==> config.mk <==
export PLATFORM = sky130hd
export DESIGN_NAME = bitbang_port
export DESIGN_NICKNAME = d
export VERILOG_FILES = /design/src/core/bitbang_pkg.sv /design/src/core/bitbang_port.sv
export VERILOG_INCLUDE_DIRS = /design/src /design/src/core
export SDC_FILE = /design/constraint.sdc
export NUM_CORES = 1
export LEC_CHECK = 0
export BUFFER_PORTS_ARGS = -buffer_cell sky130_fd_sc_hd__buf_2
export CAP_MARGIN = 20
export CORE_UTILIZATION = 40
export CTS_BUF_LIST = sky130_fd_sc_hd__clkbuf_8
export CTS_CLUSTER_DIAMETER = 100
export DETAILED_ROUTE_END_ITERATION = 7
export PLACE_DENSITY = 0.7
export SETUP_SLACK_MARGIN = 0.05
export SYNTH_ARGS = -nofsm -noshare
export SYNTH_HDL_FRONTEND = slang
export SYNTH_SLANG_ARGS = --single-unit
==> constraint.sdc <==
create_clock -name I_CLK -period 2.8 [get_ports I_CLK]
set_clock_uncertainty 0.05 [all_clocks]
set_input_delay 0.28 -clock I_CLK [delete_from_list [all_inputs] [get_ports I_CLK]]
set_output_delay 0.28 -clock I_CLK [all_outputs]
set_load 0.02 [all_outputs]
==> src/core/bitbang_cfg.svh <==
// timing and reset constants for the bit-bang parallel port
`ifndef BITBANG_CFG_SVH
`define BITBANG_CFG_SVH
`define BB_CLK_PERIOD_NS 4
`define BB_STROBE_NS 16
`define BB_SETTLE_CYCLES 4
`define BB_SYNC_DEPTH 3
`define BB_POWER_ENABLE_N_RST 1'b1
`define BB_STROBE_IDLE 1'b1
`endif

==> src/core/bitbang_pkg.sv <==
// types shared by the bit-bang parallel port
package bitbang_pkg;
    typedef struct packed {
        logic valid;
        logic [7:0] dir;
        logic [7:0] data;
    } host_wr_s;
    typedef struct packed {
        logic valid;
        logic [7:0] data;
    } host_rd_s;
    typedef enum logic [1:0] {ST_IDLE, ST_WSTB, ST_SETTLE, ST_RSTB} bb_state_e;
endpackage : bitbang_pkg

==> src/core/bitbang_port.sv <==
// bit-bang parallel port for one channel, with send-now/wake handling
// How it works
// - in bit-bang mode the eight lines form one bidirectional 8-bit bus
// - synchronous and asynchronous variants; each channel instance chooses independently
// - write strobe pulses low when a new host value reaches the lines
// - read strobe rises when a sampled byte is forwarded to the host
// - suspended with wakeup enabled, a low wake strobe requests bus resume
// - powered, a low wake strobe flushes pending transmit data on next bulk-in
`timescale 1ns/100ps
`include "bitbang_cfg.svh"
module bitbang_port
    import bitbang_pkg::*;
#(
    parameter int WIDTH = 8,
    parameter int STROBE_NS = `BB_STROBE_NS,
    parameter int SETTLE_CYCLES = `BB_SETTLE_CYCLES
) (
    input wire logic I_CLK,
    input wire logic I_SYS_RST,
    input wire logic I_BB_ENABLE,
    input wire logic I_SYNC_MODE,
    input wire logic I_WAKE_ENABLE,
    input wire logic I_SUSPENDED,
    input wire logic I_SEND_NOW_WAKE_N,
    input wire host_wr_s I_HOST_WR,
    input wire logic I_HOST_RD_REQ,
    input wire logic [WIDTH-1:0] I_BUS_IN,
    output logic O_HOST_WR_READY,
    output host_rd_s O_HOST_RD,
    output logic [WIDTH-1:0] O_BUS_OUT,
    output logic [WIDTH-1:0] O_BUS_OE,
    output logic O_WRITE_STROBE_N,
    output logic O_READ_STROBE_N,
    output logic O_POWER_ENABLE_N,
    output logic O_RESUME_REQ,
    output logic O_SEND_NOW
);
    // least strobe time rounds up to whole cycles
    localparam int STROBE_CYC_I = (STROBE_NS + `BB_CLK_PERIOD_NS - 1) / `BB_CLK_PERIOD_NS;
    localparam int STROBE_CYC = (STROBE_CYC_I < 1) ? 1 : STROBE_CYC_I;
    localparam int CNT_W = 8;
    localparam logic [CNT_W-1:0] STROBE_LAST = CNT_W'(STROBE_CYC - 1);
    localparam logic [CNT_W-1:0] SETTLE_LAST = CNT_W'(SETTLE_CYCLES - 1);

    bb_state_e state;
    bb_state_e next_state;
    logic [CNT_W-1:0] cnt;
    logic [CNT_W-1:0] next_cnt;
    logic [WIDTH-1:0] bus_s1, bus_s2, bus_s3, bus_stable;
    logic wake_s1, wake_s2, wake_s3, wake_level;
    logic [WIDTH-1:0] out_val, dir_val;

    // pin inputs: three stages, a bit changes only once stages two and three agree
    always_ff @(posedge I_CLK) begin
        if (I_SYS_RST) begin
            bus_s1 <= '0;
            bus_s2 <= '0;
            bus_s3 <= '0;
            bus_stable <= '0;
        end else begin
            bus_s1 <= I_BUS_IN;
            bus_s2 <= bus_s1;
            bus_s3 <= bus_s2;
            bus_stable <= (bus_s2 & bus_s3) | (bus_stable & (bus_s2 ^ bus_s3));
        end
    end

    // wake pin resets high so a pin tied high never looks like a strobe
    always_ff @(posedge I_CLK) begin
        if (I_SYS_RST) begin
            wake_s1 <= 1'b1;
            wake_s2 <= 1'b1;
            wake_s3 <= 1'b1;
            wake_level <= 1'b1;
        end else begin
            wake_s1 <= I_SEND_NOW_WAKE_N;
            wake_s2 <= wake_s1;
            wake_s3 <= wake_s2;
            wake_level <= (wake_s2 == wake_s3) ? wake_s3 : wake_level;
        end
    end

    // only a clean high-to-low change counts as a strobe
    wire wake_fall = wake_level && (wake_s2 == wake_s3) && !wake_s3;
    wire resume_hit = wake_fall && I_SUSPENDED && I_WAKE_ENABLE;
    wire flush_hit = wake_fall && !I_SUSPENDED;

    // handshake decode
    wire wr_take = (state == ST_IDLE) && I_BB_ENABLE && I_HOST_WR.valid;
    wire async_rd = (state == ST_IDLE) && I_BB_ENABLE && !I_SYNC_MODE && !I_HOST_WR.valid && I_HOST_RD_REQ;
    wire cnt_done = (cnt == '0);
    wire rd_done = (state == ST_RSTB) && cnt_done;

    // sequencer: write strobe, then in the synchronous variant settle and sample once
    always_comb begin
        next_state = state;
        next_cnt = cnt;
        unique case (state)
            ST_IDLE: begin
                if (wr_take) begin
                    next_state = ST_WSTB;
                    next_cnt = STROBE_LAST;
                end else if (async_rd) begin
                    next_state = ST_RSTB;
                    next_cnt = STROBE_LAST;
                end
            end
            ST_WSTB: begin
                if (!cnt_done) begin
                    next_cnt = cnt - 1'b1;
                end else if (I_SYNC_MODE) begin
                    next_state = ST_SETTLE;
                    next_cnt = SETTLE_LAST;
                end else begin
                    next_state = ST_IDLE;
                end
            end
            ST_SETTLE: begin
                if (!cnt_done) begin
                    next_cnt = cnt - 1'b1;
                end else begin
                    next_state = ST_RSTB;
                    next_cnt = STROBE_LAST;
                end
            end
            ST_RSTB: begin
                if (!cnt_done) begin
                    next_cnt = cnt - 1'b1;
                end else begin
                    next_state = ST_IDLE;
                end
            end
        endcase
    end

    always_ff @(posedge I_CLK) begin
        if (I_SYS_RST) begin
            state <= ST_IDLE;
            cnt <= '0;
        end else begin
            state <= next_state;
            cnt <= next_cnt;
        end
    end

    // applied value and direction; lines float whenever bit-bang is off
    always_ff @(posedge I_CLK) begin
        if (I_SYS_RST) begin
            out_val <= '0;
            dir_val <= '0;
        end else if (wr_take) begin
            out_val <= I_HOST_WR.data;
            dir_val <= I_HOST_WR.dir;
        end
    end

    // pin and host outputs, all registered
    always_ff @(posedge I_CLK) begin
        if (I_SYS_RST) begin
            O_BUS_OUT <= '0;
            O_BUS_OE <= '0;
            O_WRITE_STROBE_N <= `BB_STROBE_IDLE;
            O_READ_STROBE_N <= `BB_STROBE_IDLE;
            O_HOST_WR_READY <= 1'b0;
            O_HOST_RD <= '0;
        end else begin
            O_BUS_OUT <= wr_take ? I_HOST_WR.data : out_val;
            O_BUS_OE <= !I_BB_ENABLE ? '0 : (wr_take ? I_HOST_WR.dir : dir_val);
            O_WRITE_STROBE_N <= (next_state != ST_WSTB);
            O_READ_STROBE_N <= (next_state != ST_RSTB);
            O_HOST_WR_READY <= (next_state == ST_IDLE) && I_BB_ENABLE;
            O_HOST_RD.valid <= rd_done;
            O_HOST_RD.data <= rd_done ? bus_stable : O_HOST_RD.data;
        end
    end

    // suspend state and wake events; both events are one-cycle pulses
    always_ff @(posedge I_CLK) begin
        if (I_SYS_RST) begin
            O_POWER_ENABLE_N <= `BB_POWER_ENABLE_N_RST;
            O_RESUME_REQ <= 1'b0;
            O_SEND_NOW <= 1'b0;
        end else begin
            O_POWER_ENABLE_N <= I_SUSPENDED;
            O_RESUME_REQ <= resume_hit;
            O_SEND_NOW <= flush_hit;
        end
    end

    // checks
    chk_wstb_width: assert property (@(posedge I_CLK) disable iff (I_SYS_RST)
        $fell(O_WRITE_STROBE_N) |-> !O_WRITE_STROBE_N [*4] ##1 O_WRITE_STROBE_N)
        else $error("write strobe width wrong");
    chk_wstb_value: assert property (@(posedge I_CLK) disable iff (I_SYS_RST)
        wr_take |=> !O_WRITE_STROBE_N && O_BUS_OUT == $past(I_HOST_WR.data))
        else $error("strobe without new value");
    chk_rstb_rise: assert property (@(posedge I_CLK) disable iff (I_SYS_RST)
        $rose(O_READ_STROBE_N) |-> O_HOST_RD.valid)
        else $error("read strobe rise without data");
    chk_rd_valid: assert property (@(posedge I_CLK) disable iff (I_SYS_RST)
        O_HOST_RD.valid |-> $rose(O_READ_STROBE_N))
        else $error("data without read strobe rise");
    chk_sync_sample: assert property (@(posedge I_CLK) disable iff (I_SYS_RST)
        (wr_take && I_SYNC_MODE) |-> ##[10:14] O_HOST_RD.valid)
        else $error("sync write returned no sample");
    chk_oe_off: assert property (@(posedge I_CLK) disable iff (I_SYS_RST)
        !I_BB_ENABLE |=> O_BUS_OE == '0)
        else $error("bus driven while disabled");
    chk_resume_req: assert property (@(posedge I_CLK) disable iff (I_SYS_RST)
        O_RESUME_REQ |-> $past(I_SUSPENDED) && $past(I_WAKE_ENABLE) && !$past(wake_s3))
        else $error("resume without suspended strobe");
    chk_flush_req: assert property (@(posedge I_CLK) disable iff (I_SYS_RST)
        flush_hit |=> O_SEND_NOW && !O_RESUME_REQ)
        else $error("flush strobe lost");
    chk_async_one: assert property (@(posedge I_CLK) disable iff (I_SYS_RST)
        (wr_take && !I_SYNC_MODE) |-> ##[5:6] state == ST_IDLE)
        else $error("async write did not finish");
    cov_sync_cycle: cover property (@(posedge I_CLK) disable iff (I_SYS_RST)
        wr_take && I_SYNC_MODE ##[1:20] O_HOST_RD.valid);
    cov_async_read: cover property (@(posedge I_CLK) disable iff (I_SYS_RST) async_rd);
    cov_resume: cover property (@(posedge I_CLK) disable iff (I_SYS_RST) O_RESUME_REQ);
    cov_flush: cover property (@(posedge I_CLK) disable iff (I_SYS_RST) O_SEND_NOW);
endmodule : bitbang_port

; ---- Word level (Yosys, flattened, before mapping)
; Index checks and enable logic that the tools add are counted.
[op_classes]
add_sub_neg = 1
n_eq_ne = 9
mux = 15
bitwise_logic = 5
reduce_logical = 21
[ops]
columns = op, count
row1 = $mux W8, 7
row2 = $pmux W8 S4, 1
row3 = $and A8 B8 Y8, 2
row4 = $logic_and A1 B1 Y1, 12
row5 = $mux W2, 6
row6 = $logic_not A8 Y1, 1
row7 = $or A8 B8 Y8, 1
row8 = $pmux W2 S4, 1
row9 = $sub A8 B1 Y8 const B, 1
row10 = $xor A8 B8 Y8, 1
row11 = $ne A3 B3 Y1 const B, 2
row12 = $eq A2 B2 Y1 const B, 2
row13 = $logic_not A1 Y1, 4
row14 = $logic_not A2 Y1, 2
row15 = $ne A2 B2 Y1 const B, 2
row16 = $reduce_and A3 Y1, 1
row17 = $eq A2 B1 Y1 const B, 1
row18 = $ne A2 B1 Y1 const B, 1
row19 = $reduce_or A2 Y1, 1
row20 = $eq A1 B1 Y1, 1
row21 = $not A1 Y1, 1
[word_totals]
ff_bits = 85
input_bits = 33
out_inout_bits = 31
elab_cells = 72

; ---- Depth between registers and ports, before layout
[depth]
depth_word = 10
ltp_mapped = 7
depth_no_buf = 6

; ---- Least setup slack after synthesis
; Ideal clock, no wire load.
[synth_path]
path_kind = register -> register
from = register state[0]
to = register cnt[2]
setup_ns = 0.070
arrival_ns = 1.940
required_ns = 2.680
path_slack_ns = 0.740
stages_incl_launch_ff = 8
path_buffers = 1
synth_period_minus_slack_ns = 2.060
path_cell_list = dfxtp_1 -> inv_1 -> ha_1 -> nor2b_1 -> a21o_1 -> clkbuf_1 -> or4_2 -> a21oi_1
[synth_between]
elab_chain_cells = 7
elab_cells_between_ends = 15
classes_between = eq/ne: 6 / mux: 2 / reduce/logical: 7
[synth_lines]
columns = item, line
row1 = start: declaration, bitbang_port.sv:45  ; bb_state_e state;
row2 = start signal: assignment, bitbang_port.sv:141  ; state <= next_state;
row3 = $logic_not A2 Y1, "bitbang_port.sv:89, bitbang_port.sv:90, bitbang_port.sv:98"
row4 = $logic_and A1 B1 Y1, "bitbang_port.sv:89, bitbang_port.sv:90"
row5 = $logic_and A1 B1 Y1 (3 in a row), bitbang_port.sv:90  ; wire async_rd = (state == ST_IDLE) && I_BB_ENABLE && !I_SYNC_MODE && !I_HOST_WR.valid && I_HOST_RD_REQ;
row6 = $ne A3 B3 Y1 (no source line), --
row7 = $reduce_and A3 Y1 (no source line), --
row8 = end signal: assignment, bitbang_port.sv:142  ; cnt <= next_cnt;
row9 = end: declaration, bitbang_port.sv:47  ; logic [CNT_W-1:0] cnt;
; Several ways; a longest one is shown, not always the timed one.
; A chain may end at the register's enable or synchronous reset.

; ---- Worst setup path in the final report
[layout_path]
from = register cnt[0]
to = register cnt[2]
[layout_between]
elab_chain_cells = 3
elab_cells_between_ends = 9
classes_between = add/sub: 1 / eq/ne: 2 / mux: 4 / reduce/logical: 2
[layout_lines]
columns = item, line
row1 = $sub A8 B1 Y8 / $logic_not A8 Y1 (equally long branches), --
row2 = "$mux W8, or another cell as far along", bitbang_port.sv:127  ; if (!cnt_done) begin
row3 = $pmux W8 S4 / $reduce_and A3 Y1 (equally long branches), --
; Several ways; a longest one is shown, not always the timed one. The select of a mux whose other input is x is not followed.

==> metrics.csv <==
stage,metric,value,unit
setup_path,crit-path max FO,6,
clock_network,CTS Sinks,85,
logic_synthesis,asr flop ratio synth,0,
setup_path,required time of the critical path,2.96,ns
timing,setup TNS,0,ns
cells_and_area,nets,424,
cells_and_area,Synth-to-Final Area Change,21.1,%
routing,Routed met2 length,2950,microns
power_and_ir_drop,pwr/cell area,913,nW/um^2
global_routing,initial antenna violation count,0,
logic_synthesis,Yosys reg bits,85,
routing,met3 WL post-DR,369,microns
clock_network,H-tree depth,3,
logic_synthesis,synth top area cells,"dfxtp_1 55%, ha_1 6.0%, nor2b_1 5.8%, mux2i_1 5.1%, nor2_1 4.7%",
setup_path,CP Data Arrival Time,2.37,ns
timing,final hold violations,0,
timing,final setup fails,0,
placed_design,detailed-placement wirelength estimate,4250,microns
cells_and_area,share of cells above drive strength 1,0.244,
logic_synthesis,syn nets,359,
clock_network,"Reg clk slew, reported paths",0.09,ns
setup_path,critical setup path kind,flip-flop to flip-flop,
run,MaxCap Viol Count,0,
routing,Highest Signal Layer,met4,
timing,f_max,0.453,GHz
logic_synthesis,post-synth cell types,41,
clock_network,hold_buf cts,0,
die,FP Rows,31,
die,Starting Density,0.421,
logic_synthesis,"count leader, synth",dfxtp_1,
power_and_ir_drop,maximum vdd ir drop,0.000403,V
clock_network,post-CTS sizing,0,
logic_synthesis,syn_area_per_cell,10.0,sq um
die,Die ar.,8150,sq um
cells_and_area,area of the multi-input gates,1340,sq um
clock_network,CTS buffer count,9,
timing,final worst slack,0.590,ns
placed_design,post-place setup slack,0.655,ns
global_routing,largest net degree at the start of global routing,50,
setup_path,crit start category,flip-flop,
timing,worst-margin pin slew,0.764,ns
cells_and_area,Final Instance Area,3770,sq um
timing,minimum hold slack,0.0572,ns
timing,Max-slew headroom,0.491,
placed_design,Buffers on Ports,63,
routing,Via density,4.95,
clock_network,clk buf depth,2,
die,# IOs,64,
routing,DR vias,2376,
placed_design,Post-DP Area,3530,sq um
routing,DRC,0,
clock_network,CTS tree,yes,
worst_hold_path,hold crit path type,input pin to flip-flop,
routing,TritonRoute pass-1 iters,4,
timing,RSZ-0062 raised after global routing,no,
logic_synthesis,cell taking the most area after synthesis,dfxtp_1,
timing,Max Slew Vio Count,0,
power_and_ir_drop,Leakage,1.63,nW
timing,crit path time final,2.21,ns
cells_and_area,filler cell count,698,
die,Die Span Y,90.3,microns
placed_design,gpl congestion,0.855,
global_routing,Total GRT Usage,0.161,
cells_and_area,Ant. Diodes,0,
global_routing,first-pass GRT wire length,10500,microns
routing,Routed WL per cell,12.7,microns
clock_network,"Setup Fix Bufs, Post-CTS",0,
global_routing,number of global-route vias before repair,2251,
logic_synthesis,Post-synth top cells,"85 x dfxtp_1, 39 x nor2_1, 29 x nor2b_1",
cells_and_area,Register Area,1700,sq um
timing,Final Cycle Share,0.789,
clock_network,Worst-Skew Late Latency,0.35,ns
routing,total wire length,6100,microns
routing,DRT iter0 DRCs,173,
cells_and_area,post-layout util,0.509,
logic_synthesis,cell area after synthesis,3120,sq um
die,die span in x,90.3,microns
die,core area,7410,sq um
clock_network,root buf cell,clkbuf_8,
logic_synthesis,Post-synth EDFFs,0,
logic_synthesis,register area share after synthesis,0.546,
run_status,run status,"finished, final reports clean",
logic_synthesis,Synth Flop Type,dfxtp_1,
global_routing,GRT overflow,0,
routing,Routed met1 length,2760,microns
setup_path,crit end category,flip-flop,
routing,"antenna viol nets, final",0,
logic_synthesis,Yosys Warn Count,0,
logic_synthesis,Yosys top cell area share,0.546,
logic_synthesis,Syn Inst Count,311,
## report_power, final
group	switching [mW]	total (mW)	internal (mW)
sequential	0.0739	1.40	1.33
clock	0.469	1.02	0.547
combinational	0.628	1.03	0.401
total	1.17	3.45	2.28
## kinds of logic (layout without fill, tap and decap cells)
group,count (synthesis),after routing,share of synthesized area
compound gates,58,58,0.116
fa+ha+maj,15,15,0.0602
simple gates,117,117,0.201
flops,85,85,0.546
buf+inv,20,90,0.0249
mux,16,16,0.0514
## final cells by class
cell class                      instances  share of cell area
Clock buffer                           10              0.0365
Clock inverter                          6              0.0272
Inverter                                7             0.00696
Multi-Input combinational cell        206               0.354
Sequential cell                        85               0.451
Tap cell                               99              0.0328
Timing Repair Buffer                   67              0.0915
## layer usage
layer	vias to the layer above	track usage
met5	-	0
met4	0	0.0524
met3	4	0.0581
met2	72	0.260
met1	1094	0.201
li1	1206	-
## worst max-delay path, cell delays in order, from the launching register on
cell and delay (ns):
dfxtp_1 0.33, inv_1 0.09, ha_1 0.19, nor3b_1 0.57, a211oi_1 0.17, o31ai_1 0.59
a21oi_1 0.09
## worst paths after layout
| kind | startpoint | end | slack [ns] | cells past startpoint |
|---|---|---|---|---|
| max | cnt[0] | cnt[2] | 0.59 | 6 |
| min | I_SUSPENDED | O_SEND_NOW | 0.06 | 2 |
| min reg2reg | wake_s1 | wake_s2 | 0.38 | 1 |
| max reg2reg | cnt[0] | cnt[2] | 0.59 | 6 |
## stage by stage
| stage | std cells | power [mW] |
|---|---|---|
| 2_1_floorplan | 311 | 2.19 |
| 3_3_place_gp | 464 | 2.42 |
| 3_5_place_dp | 464 | 2.45 |
| 4_1_cts | 480 | 3.47 |
| 5_1_grt | 480 | 3.64 |
| 6_report | 480 | 3.45 |
## flip-flops by register name (all words and copies together), names as in the netlist, 2 cells and up
name / flops
O_BUS_OUT: 8
bus_s1: 8
bus_stable: 8
dir_val: 8
cnt: 8
state: 2
bus_s2: 8
O_BUS_OE: 8
O_HOST_RD: 9
bus_s3: 8
## cells in the final DEF, fill, tap and decap left out, types with 3 or more instances in the layout
cell type / netlist / final
inv_8: 0 / 3
buf_2: 1 / 63
o21ai_0: 7 / 7
or2_2: 5 / 5
nor4_1: 3 / 3
a21oi_1: 28 / 28
inv_1: 6 / 6
nor2_1: 39 / 39
nor2b_1: 29 / 29
clkbuf_8: 0 / 10
buf_4: 0 / 4
dfxtp_1: 85 / 85
ha_1: 15 / 15
o31ai_1: 5 / 5
o211ai_1: 4 / 4
nand2_1: 18 / 18
or4_1: 4 / 4
mux2i_1: 16 / 16
Power figures use the tool's default switching activity.
